[config.mk]
export PLATFORM = sky130hd
export DESIGN_NAME = eth_tx_descriptor_status
export DESIGN_NICKNAME = d
export VERILOG_FILES = /design/src/verilog/txstat_pkg.sv /design/src/verilog/collision_tally.sv /design/src/verilog/eth_tx_descriptor_status.sv
export SDC_FILE = /design/constraint.sdc
export NUM_CORES = 1
export LEC_CHECK = 0
export ABC_AREA = 1
export CAP_MARGIN = 20
export CORE_MARGIN = 5
export CORE_UTILIZATION = 35
export CTS_CLUSTER_DIAMETER = 150
export CTS_CLUSTER_SIZE = 28
export DETAILED_ROUTE_END_ITERATION = 7
export DONT_BUFFER_PORTS = 1
export PLACE_DENSITY = 0.55
export SKIP_LAST_GASP = 1
export SLEW_MARGIN = 20
export SYNTH_ARGS = -nofsm -noshare
export SYNTH_HDL_FRONTEND = slang
export SYNTH_SLANG_ARGS = --single-unit
[constraint.sdc]
create_clock -name aclk -period 3.1 [get_ports aclk]
set_input_delay 0 -clock aclk [delete_from_list [all_inputs] [get_ports aclk]]
set_output_delay 0 -clock aclk [all_outputs]
set_load 0.02 [all_outputs]
[src/verilog/txstat_pkg.sv]
// Constants for the transmit descriptor status write-back block.
// Assumes one clock, aclk at 20 MHz, and a synchronous active-low reset.
package txstat_pkg;
	// Register byte offsets
	localparam logic [3:0]  OFS_CONFIG     = 4'h0;
	localparam logic [3:0]  OFS_CONTROL    = 4'h4;
	localparam logic [3:0]  OFS_STATE      = 4'h8;
	localparam logic [3:0]  OFS_LAST_WORD0 = 4'hc;
	localparam logic [31:0] CONFIG_RESET   = 32'h0000_0000;
	// Configuration and control bit positions
	localparam int CFG_ENHANCED   = 0;
	localparam int CFG_OVER_WAIT  = 4;
	localparam int CFG_RETRY_DIS  = 9;
	localparam int CFG_FULL_DUP   = 11;
	localparam int CFG_JABBER_DIS = 22;
	localparam int CTL_RESUME     = 0;
	// Status field positions in descriptor word zero, and the last-segment bit of desc_ctrl
	localparam int B_CARRIER_WAIT = 0;
	localparam int B_UNDERFLOW    = 1;
	localparam int B_OVER_WAIT    = 2;
	localparam int B_CCOUNT_LO    = 3;
	localparam int B_VLAN         = 7;
	localparam int B_EXC_COLL     = 8;
	localparam int B_LATE_COLL    = 9;
	localparam int B_NO_CARRIER   = 10;
	localparam int B_CARRIER_LOST = 11;
	localparam int B_PAYLOAD_ERR  = 12;
	localparam int B_FLUSHED      = 13;
	localparam int B_JABBER       = 14;
	localparam int B_ERR_SUMMARY  = 15;
	localparam int B_HEADER_ERR   = 16;
	localparam int B_TS_CAPTURED  = 17;
	localparam int CTRL_LAST_SEG  = 9;
	// Collision limit, word indexes and response codes
	localparam logic [3:0]  COLL_LIMIT     = 4'hf;
	localparam logic [2:0]  W_STATUS       = 3'h0;
	localparam logic [2:0]  W_TS_LO        = 3'h2;
	localparam logic [2:0]  W_TS_HI        = 3'h3;
	localparam logic [2:0]  W_TS_LO_ENH    = 3'h6;
	localparam logic [2:0]  W_TS_HI_ENH    = 3'h7;
	localparam logic [1:0]  RESP_OKAY      = 2'h0;
	localparam logic [1:0]  RESP_DECERR    = 2'h3;
	// Write-back sequencer states
	typedef enum logic [3:0] {
		WB_IDLE  = 4'b0001,
		WB_TS_LO = 4'b0010,
		WB_TS_HI = 4'b0100,
		WB_WORD0 = 4'b1000
	} wb_state_e;
endpackage : txstat_pkg

[src/verilog/collision_tally.sv]
// Per-frame collision counter with excessive-collision abort.
// Assumes collision pulses arrive from MAC logic on aclk.
`timescale 1ns/1ps
`default_nettype none
module collision_tally
	import txstat_pkg::*;
(
	input  wire logic       aclk,
	input  wire logic       aresetn,
	input  wire logic       clear,
	input  wire logic       collision,
	input  wire logic       retry_disable,
	output var  logic [3:0] count,
	output var  logic       excessive
);
	wire hit_limit = collision & (retry_disable | (count == COLL_LIMIT));

	always_ff @(posedge aclk) begin
		if (!aresetn) begin
			count     <= 4'h0;
			excessive <= 1'b0;
		end else if (clear) begin
			count     <= {3'h0, collision};
			excessive <= collision & retry_disable;
		end else begin
			if (collision && count != COLL_LIMIT)
				count <= count + 4'h1;
			if (hit_limit)
				excessive <= 1'b1;
		end
	end
endmodule : collision_tally
`default_nettype wire

[src/verilog/eth_tx_descriptor_status.sv]
// Status write-back for transmit descriptor word zero, with AXI4-Lite registers.
// Assumes MAC events are one-cycle pulses on aclk; carrier sense is an async pin.
`timescale 1ns/1ps
`default_nettype none
module eth_tx_descriptor_status
	import txstat_pkg::*;
(
	input  wire logic        aclk,
	input  wire logic        aresetn,
	input  wire logic        awvalid,
	output var  logic        awready,
	input  wire logic [31:0] awaddr,
	input  wire logic        wvalid,
	output var  logic        wready,
	input  wire logic [31:0] wdata,
	input  wire logic [3:0]  wstrb,
	output var  logic        bvalid,
	input  wire logic        bready,
	output var  logic [1:0]  bresp,
	input  wire logic        arvalid,
	output var  logic        arready,
	input  wire logic [31:0] araddr,
	output var  logic        rvalid,
	input  wire logic        rready,
	output var  logic [31:0] rdata,
	output var  logic [1:0]  rresp,
	input  wire logic        carrier_sense,
	input  wire logic        frame_start,
	input  wire logic        frame_end,
	input  wire logic [10:0] desc_ctrl,
	input  wire logic        carrier_wait_flag,
	input  wire logic        underflow_error,
	input  wire logic        over_wait_flag,
	input  wire logic        collision,
	input  wire logic        vlan_tagged_flag,
	input  wire logic        late_collision,
	input  wire logic        payload_check_error,
	input  wire logic        header_check_error,
	input  wire logic        frame_flushed,
	input  wire logic        jabber_timeout,
	input  wire logic        ts_capture,
	input  wire logic [63:0] ts_value,
	output var  logic        abort_frame,
	output var  logic        tx_suspended,
	output var  logic        wb_valid,
	input  wire logic        wb_ready,
	output var  logic [2:0]  wb_index,
	output var  logic [31:0] wb_data
);
	logic [31:0] mac_config_reg;
	logic [31:0] last_word0;
	logic [31:0] word0;
	logic [63:0] ts_hold;
	logic        crs_meta;
	logic        crs_sync;
	logic        in_frame;
	logic        seen_carrier;
	logic        f_wait, f_under, f_over, f_vlan, f_late;
	logic        f_lost, f_pay, f_head, f_flush, f_jab, f_ts, f_coll;
	logic        aw_held, w_held;
	logic [3:0]  aw_ofs;
	logic [31:0] w_data;
	logic [3:0]  w_strb;
	wb_state_e   state;
	logic [3:0]  coll_count;
	logic        coll_excess;

	// Configuration decode
	wire half_duplex  = ~mac_config_reg[CFG_FULL_DUP];
	wire enhanced     = mac_config_reg[CFG_ENHANCED];
	wire last_seg     = desc_ctrl[CTRL_LAST_SEG];
	wire frame_clear  = frame_start;

	collision_tally u_tally (
		.aclk          (aclk),
		.aresetn       (aresetn),
		.clear         (frame_clear),
		.collision     (collision & in_frame),
		.retry_disable (mac_config_reg[CFG_RETRY_DIS]),
		.count         (coll_count),
		.excessive     (coll_excess)
	);

	// Carrier sense synchroniser
	always_ff @(posedge aclk) begin
		if (!aresetn) begin
			crs_meta <= 1'b0;
			crs_sync <= 1'b0;
		end else begin
			crs_meta <= carrier_sense;
			crs_sync <= crs_meta;
		end
	end

	// Per-frame sticky flags; a new event wins over the frame-start clear
	wire keep = ~frame_clear;
	always_ff @(posedge aclk) begin
		if (!aresetn) begin
			in_frame     <= 1'b0;
			seen_carrier <= 1'b0;
			{f_wait, f_under, f_over, f_vlan, f_late} <= 5'h00;
			{f_lost, f_pay, f_head, f_flush, f_jab, f_ts, f_coll} <= 7'h00;
		end else begin
			in_frame     <= frame_start | (in_frame & ~frame_end);
			seen_carrier <= (keep & seen_carrier) | (in_frame & crs_sync);
			f_wait  <= (keep & f_wait) | (carrier_wait_flag & half_duplex);
			f_under <= (keep & f_under) | underflow_error;
			f_over  <= (keep & f_over) | (over_wait_flag & mac_config_reg[CFG_OVER_WAIT]);
			f_vlan  <= (keep & f_vlan) | vlan_tagged_flag;
			f_late  <= (keep & f_late) | late_collision;
			f_lost  <= (keep & f_lost) | (in_frame & seen_carrier & ~crs_sync & half_duplex);
			f_coll  <= (keep & f_coll) | collision;
			f_pay   <= (keep & f_pay) | payload_check_error;
			f_head  <= (keep & f_head) | header_check_error;
			f_flush <= (keep & f_flush) | frame_flushed;
			f_jab   <= (keep & f_jab) | (jabber_timeout & ~mac_config_reg[CFG_JABBER_DIS]);
			f_ts    <= (keep & f_ts) | ts_capture;
		end
	end

	// Word zero assembly
	logic [19:0] stat;
	always_comb begin
		stat = 20'h0_0000;
		stat[B_CARRIER_WAIT] = f_wait;
		stat[B_UNDERFLOW]    = f_under;
		stat[B_OVER_WAIT]    = f_over;
		stat[B_CCOUNT_LO +: 4] = coll_count;
		stat[B_VLAN]         = f_vlan;
		stat[B_EXC_COLL]     = coll_excess;
		stat[B_LATE_COLL]    = f_late;
		stat[B_NO_CARRIER]   = ~seen_carrier & ~crs_sync;
		stat[B_CARRIER_LOST] = f_lost & ~f_coll;
		stat[B_PAYLOAD_ERR]  = f_pay;
		stat[B_FLUSHED]      = f_flush;
		stat[B_JABBER]       = f_jab;
		stat[B_HEADER_ERR]   = f_head;
		stat[B_TS_CAPTURED]  = f_ts & last_seg;
		stat[B_ERR_SUMMARY]  = stat[B_UNDERFLOW] | stat[B_OVER_WAIT] | stat[B_EXC_COLL]
			| stat[B_LATE_COLL] | stat[B_NO_CARRIER] | stat[B_CARRIER_LOST]
			| stat[B_PAYLOAD_ERR] | stat[B_FLUSHED] | stat[B_JABBER] | stat[B_HEADER_ERR];
	end
	wire [19:0] stat_out   = last_seg ? stat : 20'h0_0000;
	wire [31:0] next_word0 = {1'b0, desc_ctrl, stat_out};
	wire        take_frame = frame_end & state[0];
	wire        wb_fire    = wb_valid & wb_ready;
	wire        ts_write   = next_word0[B_TS_CAPTURED];

	always_ff @(posedge aclk) begin
		if (!aresetn) begin
			state    <= WB_IDLE;
			wb_valid <= 1'b0;
			wb_index <= W_STATUS;
			wb_data  <= 32'h0000_0000;
			word0    <= 32'h0000_0000;
			ts_hold  <= 64'h0000_0000_0000_0000;
		end else begin
			unique case (state)
				WB_IDLE: if (take_frame) begin
					word0    <= next_word0;
					ts_hold  <= ts_value;
					wb_valid <= 1'b1;
					if (ts_write) begin
						state    <= WB_TS_LO;
						wb_index <= enhanced ? W_TS_LO_ENH : W_TS_LO;
						wb_data  <= ts_value[31:0];
					end else begin
						state    <= WB_WORD0;
						wb_index <= W_STATUS;
						wb_data  <= next_word0;
					end
				end
				WB_TS_LO: if (wb_fire) begin
					state    <= WB_TS_HI;
					wb_index <= enhanced ? W_TS_HI_ENH : W_TS_HI;
					wb_data  <= ts_hold[63:32];
				end
				WB_TS_HI: if (wb_fire) begin
					state    <= WB_WORD0;
					wb_index <= W_STATUS;
					wb_data  <= word0;
				end
				WB_WORD0: if (wb_fire) begin
					state    <= WB_IDLE;
					wb_valid <= 1'b0;
				end
			endcase
		end
	end

	// AXI4-Lite slave
	wire ar_fire  = arvalid & arready;
	wire wr_go    = aw_held & w_held & ~bvalid;
	wire hit_cfg  = aw_ofs == OFS_CONFIG;
	wire hit_ctl  = aw_ofs == OFS_CONTROL;
	wire wr_ok    = hit_cfg | hit_ctl | (aw_ofs == OFS_STATE) | (aw_ofs == OFS_LAST_WORD0);
	wire resume   = wr_go & hit_ctl & w_strb[0] & w_data[CTL_RESUME];
	wire [3:0] r_ofs = araddr[3:0];
	wire rd_ok    = araddr[31:4] == 28'h000_0000;
	wire [31:0] rd_mux = !rd_ok ? 32'h0000_0000 :
		(r_ofs == OFS_CONFIG)     ? mac_config_reg :
		(r_ofs == OFS_STATE)      ? {30'h0000_0000, wb_valid, tx_suspended} :
		(r_ofs == OFS_LAST_WORD0) ? last_word0 : 32'h0000_0000;
	wire rd_hit   = rd_ok & (r_ofs == OFS_CONFIG || r_ofs == OFS_CONTROL
		|| r_ofs == OFS_STATE || r_ofs == OFS_LAST_WORD0);
	logic [31:0] cfg_masked;
	always_comb begin
		cfg_masked = mac_config_reg;
		for (int i = 0; i < 4; i++)
			if (w_strb[i])
				cfg_masked[i*8 +: 8] = w_data[i*8 +: 8];
	end

	always_ff @(posedge aclk) begin
		if (!aresetn) begin
			awready <= 1'b1;
			wready  <= 1'b1;
			aw_held <= 1'b0;
			w_held  <= 1'b0;
			aw_ofs  <= 4'h0;
			w_data  <= 32'h0000_0000;
			w_strb  <= 4'h0;
			bvalid  <= 1'b0;
			bresp   <= RESP_OKAY;
			mac_config_reg <= CONFIG_RESET;
		end else begin
			if (awvalid && awready) begin
				awready <= 1'b0;
				aw_held <= 1'b1;
				aw_ofs  <= (awaddr[31:4] == 28'h000_0000) ? awaddr[3:0] : 4'h3;
			end
			if (wvalid && wready) begin
				wready <= 1'b0;
				w_held <= 1'b1;
				w_data <= wdata;
				w_strb <= wstrb;
			end
			if (wr_go) begin
				bvalid <= 1'b1;
				bresp  <= wr_ok ? RESP_OKAY : RESP_DECERR;
				if (hit_cfg)
					mac_config_reg <= cfg_masked;
			end
			if (bvalid && bready) begin
				bvalid  <= 1'b0;
				aw_held <= 1'b0;
				w_held  <= 1'b0;
				awready <= 1'b1;
				wready  <= 1'b1;
			end
		end
	end

	always_ff @(posedge aclk) begin
		if (!aresetn) begin
			arready <= 1'b1;
			rvalid  <= 1'b0;
			rdata   <= 32'h0000_0000;
			rresp   <= RESP_OKAY;
		end else if (ar_fire) begin
			arready <= 1'b0;
			rvalid  <= 1'b1;
			rdata   <= rd_mux;
			rresp   <= rd_hit ? RESP_OKAY : RESP_DECERR;
		end else if (rvalid && rready) begin
			rvalid  <= 1'b0;
			arready <= 1'b1;
		end
	end

	// Abort, suspend and status mirror
	wire word0_done = state[3] & wb_fire;
	always_ff @(posedge aclk) begin
		if (!aresetn) begin
			abort_frame  <= 1'b0;
			tx_suspended <= 1'b0;
			last_word0   <= 32'h0000_0000;
		end else begin
			abort_frame  <= in_frame & collision
				& (mac_config_reg[CFG_RETRY_DIS] | ((coll_count == COLL_LIMIT) & ~frame_clear));
			tx_suspended <= (word0_done & word0[B_UNDERFLOW]) | (tx_suspended & ~resume);
			if (word0_done)
				last_word0 <= word0;
		end
	end
endmodule : eth_tx_descriptor_status
`default_nettype wire

# Word level (Yosys, flattened, before mapping)

Cells that the tools add are included.

Memories kept: 0
Bits of input ports: 197
Output and inout bits: 79
Logic and storage cells: 206
Bits in latches: 0
Register bits after elaboration: 304
Memory bits (writable): 0
Memory bits (read-only): 0

Equality and inequality tests: 16
Order comparisons: 0
$mul: 0
Div/mod/pow operators: 0
Add/subtract/negate cells: 1
Mux-type cells: 37
Shift operators: 0
Reduce and logical (&&, ||, !) cells: 27
Bitwise gates (word level): 80

Operator list:

| kind                                                | count |
|---|---|
| two-way mux 32 bit                                  | 6 |
| case mux 32 bit (3 select lines)                    | 1 |
| two-way mux 31 bit                                  | 2 |
| logical NOT 28 bit                                  | 2 |
| bitwise AND 1 bit                                   | 41 |
| OR 1 bit                                            | 29 |
| equality test 4 bit, second input constant          | 6 |
| two-way mux 4 bit                                   | 6 |
| two-way mux 18 bit                                  | 1 |
| two-way mux 3 bit                                   | 6 |
| case mux 4 bit (4 select lines)                     | 1 |
| AND reduction 3 bit                                 | 5 |
| equality test 4 x 3 -> 1 bit, second input constant | 3 |
| two-way mux 1 bit                                   | 10 |
| inverter 1 bit                                      | 10 |
| case mux 3 bit (3 select lines)                     | 1 |
| logical NOT 4 bit                                   | 2 |
| inequality test 2 bit, second input constant        | 4 |
| AND reduction 4 bit                                 | 2 |
| nonzero test 2 bit                                  | 4 |
| logical AND 1 bit                                   | 5 |
| adder 4 x 1 -> 4 bit, second input constant         | 1 |
| equality test 4 x 1 -> 1 bit, second input constant | 1 |
| equality test 4 x 2 -> 1 bit, second input constant | 1 |
| other kinds (7)                                     | 11 |

# Longest topological paths before layout

Word-level depth: 13
Gate-level depth with buffers: 11
Gate-level depth less buffers: 9

# Hierarchy

Synthesis repeated with hierarchy kept, for this count alone.

Cells, all modules: 1,541
Area, all modules: 10,905.5 um^2

Modules (own cells, without submodules):

| module                   | area each (um^2) | seq. area each (um^2) | instances | cells an instance |
|---|---|---|---|---|
| eth_tx_descriptor_status | 10,650.2         | 5,225.0               | 1         | 1,504 |
| collision_tally          | 255.2            | 100.1                 | 1         | 37 |

# Worst setup path before layout

Ideal clock, no wire load.

Kind: register to register
Start: register bvalid
End: register mac_config_reg[11]
Stages on the path, launching flop included: 8
Clock period less this slack: 1.454 ns
Setup time: 0.119 ns
Data arrival time: 1.334 ns
Path buffers: 1
Slack: 1.646 ns
Required time: 2.981 ns
Cells stage by stage: dfxtp_1 inv_1 nand3_2 nor3_1 inv_1 buf_2 o21ai_0 a21oi_1

Cells in the longest elaborated chain, start to end: 3

Ends and longest elaborated chain:

| item                          | RTL line                        | RTL |
|---|---|---|
| start, declared               | eth_tx_descriptor_status.sv:17  | `output var logic bvalid,` |
| start signal, assigned        | eth_tx_descriptor_status.sv:223 | `bvalid <= 1'b0;` |
| start signal, assigned        | eth_tx_descriptor_status.sv:239 | `bvalid <= 1'b1;` |
| start signal, assigned        | eth_tx_descriptor_status.sv:245 | `bvalid <= 1'b0;` |
| inverter 1 bit                | eth_tx_descriptor_status.sv:193 | `wire wr_go = aw_held & w_held & ~bvalid;` |
| bitwise AND 1 bit             | eth_tx_descriptor_status.sv:193 |  |
| AND reduction 3 bit (no line) | n/a                             |  |
| end signal, assigned          | eth_tx_descriptor_status.sv:242 | `mac_config_reg <= cfg_masked;` |
| end, declared                 | eth_tx_descriptor_status.sv:50  | `logic [31:0] mac_config_reg;` |

Every way passes these cells.
A chain may end at the register's enable or synchronous reset.

# Final worst setup path

Start: input araddr[0]
End: register rdata[0]

Cells in the longest elaborated chain, start to end: 5
Elaborated cells on any way between the ends: 7
Those cells by class: 2 x eq/ne; 4 x mux; 1 x reduce/logical

Ends and longest elaborated chain:

| item                 | RTL line                        | RTL |
|---|---|---|
| start, declared      | eth_tx_descriptor_status.sv:22  | `input wire logic [31:0] araddr,` |
| equality test 4 bit  | eth_tx_descriptor_status.sv:203 | `(r_ofs == OFS_LAST_WORD0) ? last_word0 : 32'h0000_0000;` |
| two-way mux 31 bit   | eth_tx_descriptor_status.sv:203 |  |
| two-way mux 31 bit   | eth_tx_descriptor_status.sv:202 | `(r_ofs == OFS_STATE) ? {30'h0000_0000, wb_valid, tx_suspended} :` |
| two-way mux 32 bit * | eth_tx_descriptor_status.sv:201 | `(r_ofs == OFS_CONFIG) ? mac_config_reg :` |
| two-way mux 32 bit * | eth_tx_descriptor_status.sv:200 | `wire [31:0] rd_mux = !rd_ok ? 32'h0000_0000 :` |
| end signal, assigned | eth_tx_descriptor_status.sv:263 | `rdata <= rd_mux;` |
| end, declared        | eth_tx_descriptor_status.sv:25  | `output var logic [31:0] rdata,` |

Every way passes the cells marked *; elsewhere a longest branch is shown, timed or not.

==> results.md <==
* Port bufs at 0
* Top cells by count, synth: nand2_1, dfxtp_1, nor2_1
* Status: finished clean
* Clock sinks at 266
* Setup ws final at 0.5482 ns
* Area leader, netlist: dfxtp_1
* Mean Syn Cell Area at 7.224 µm²
* Num rows at 64
* # setup viols final at 0
* Setup_tns at 0 ns
* Global-route wire length before repair at 55,700 µm
* PwrDens at 496.2 nW/µm²
* Post-synth ARST share at 0
* CTS tree: yes
* Seq/Total Area, Yosys at 0.4872
* Critical path launch point type: primary input
* Residual DRC count at 0
* Endpoint class of the critical path: flip-flop
* GRT Overall Usage at 0.1928
* Reg2Reg Depth at 7
* Starting density of the core at 0.3555
* Worst Path Arrival at 2.99 ns
* Critical path required time at 3.54 ns
* Clock tree buffer depth at 3
* RSZ-0062 raised after global routing: no
* Vias at 10,250
* Relative slew slack at 0.3563
* Detailed Routing Iterations Pass 1 at 4
* Synth Cell Area at 10,930 µm²
* #FFs+latches synth at 266
* Layout cells sized above 1 at 0.03092
* Max Clk Rate at 0.3919 GHz
* Area share of the largest cell type after synthesis at 0.4872
* Min-Delay Path Class: in2reg
* Synth cell types at 34
* H-Tree Depth at 1
* Vias in the first global route at 10,120
* Ys flop type: dfxtp_1
* Worst Skew at 0.02354 ns
* Peak fanout along the critical path at 3
* HPWL after DPL at 23,970 µm
* Syn Nets at 1,711
* Vias per cell at 5.087
* GRT Residual Overflow at 0
* WL/cell at 17.47 µm
* Final Critical Period at 2.552 ns
* DIE HEIGHT at 186.7 µm
* Hold Path Cell Cnt at 3
* VDD IR max at 282.5 µV
* Non-filler cells, final at 2,015
* Die width at 186.7 µm
* Final max-slew violation count at 0
* Synth-to-Final Area Change at 20.40%
* Pre-CTS setup slack at 0.9938 ns
* Final period util at 0.8231
* YS warnings at 0
* DR iter-0 viols at 528
* Synth Instances at 1,513
* Cts repair resizes at 0
* Core outline area at 30,750 µm²
* Post-route ant nets at 0
* Fin. Hold Viols at 0
* Clock latency on the worst-skew pair at 0.49 ns
* GPL Wtd Cong at 0.8083
* TritonCTS buffer count at 13
* I/O pin cnt at 276
* Dominant cells by area after synthesis: dfxtp_1, nand2_1, o21ai_0
* Lkg Pwr at 4.900 nW
* Initial antenna violation count at 2
* Max-Cap Viols at 0
* Clk root buf: clkbuf_16
* WL final at 35,200 µm
* Placed insts at 1,828
* Most common cell in the synthesized netlist: nand2_1
* EDFF count, synth at 0
* Die area at 34,860 µm²
* Fin nets at 1,816
* Clock transition at path regs at 0.11 ns
* Type of the worst setup path: in2reg
* Pin count of the biggest net entering global routing at 172
* Worst slew pin tran at 0.9619 ns
[routing by layer]
| metal | track usage | part of all wire | wire length, µm | vias to the layer above |
|---|---|---|---|---|
| met1 | 0.2411 | 0.42 | 14740 | 4800 |
| li1 | - | - | - | 5133 |
| met3 | 0.03961 | 0.057 | 2005 | 57 |
| met5 | 0 | 0 | 0 | - |
| met4 | 0.06172 | 0.030 | 1058 | 0 |
| met2 | 0.3342 | 0.49 | 17400 | 260 |
[worst max-delay path: stages]
cell and delay [ns]:
dlygate4sd3_1 0.55, nor2_2 0.23, dlygate4sd3_1 0.70, nand4_1 0.10
dlygate4sd3_1 0.57, o211ai_1 0.09, nand2_1 0.08, a21oi_1 0.13
dlygate4sd3_1 0.55
[repair_timing]
item | in CTS | in global routing
hold endpoints to repair | 231 | 1
setup endpoints to repair | 0 | 0
hold buffers | 169 | 1
buffers inserted | 0 | 0
[placed cells by master, fill, tap and decap left out, types with 13 or more instances in the layout]
| cell type | synthesis | layout |
|---|---|---|
| dfxtp_1 | 266 | 266 |
| a21oi_1 | 191 | 191 |
| dlygate4sd3_1 | 0 | 169 |
| nor2_1 | 215 | 215 |
| clkbuf_16 | 0 | 13 |
| nand2_1 | 295 | 295 |
| nand3_1 | 59 | 59 |
| o21ai_0 | 205 | 205 |
| o22ai_1 | 18 | 18 |
| nor3_1 | 15 | 15 |
| inv_1 | 112 | 111 |
[metrics by stage]
step | utilization | hold slack [ns] | total power, W | instance area, µm²
final | 0.4280 | 0.01576 | 0.006530 | 13160
after global routing | 0.4280 | 0.05638 | 0.006848 | 13160
after CTS | 0.4266 | 0.002939 | 0.006600 | 13120
after detailed placement | 0.3599 | 0.08629 | 0.004480 | 11070
after global placement | 0.3599 | 0.08319 | 0.004465 | 11070
after floorplan | - | 0.09763 | 0.004333 | 10930
[layout make-up]
class	instances	area, µm²
clock buffers	13	325.3
fillers	3179	17590
flip-flops and latches	266	5325
inverters	121	457.9
repair buffers	181	1834
diodes	2	5.005
multi-input cells	1035	4701
clock inverters	1	16.27
well taps	396	495.5
[path summary, 6_finish.rpt]
kind	to	start	slack [ns]
min	mac_config_reg[17]	aresetn	0.02
min reg2reg	ts_hold[62]	ts_hold[62]	0.46
max reg2reg	rdata[0]	arready	0.81
max	rdata[0]	araddr[0]	0.55
[power breakdown]
part	internal (W)	switching (W)
clock	0.000778	0.00112
combinational	0.000343	0.000489
sequential	0.00361	0.000187
[cells by family (layout without fill, tap and decap cells)]
group / after synthesis / count (layout) / synth area share
AO/OA/AOI/OAI: 425 / 425 / 0.1996
adder cells (fa/ha/maj): 1 / 1 / 0.001145
buffers and inverters: 212 / 316 / 0.08322
flip-flops: 266 / 266 / 0.4872
other: 0 / 2 / 0
AND/OR/NAND/NOR: 609 / 609 / 0.2288
No activity file was read; power rests on OpenSTA's default activity.
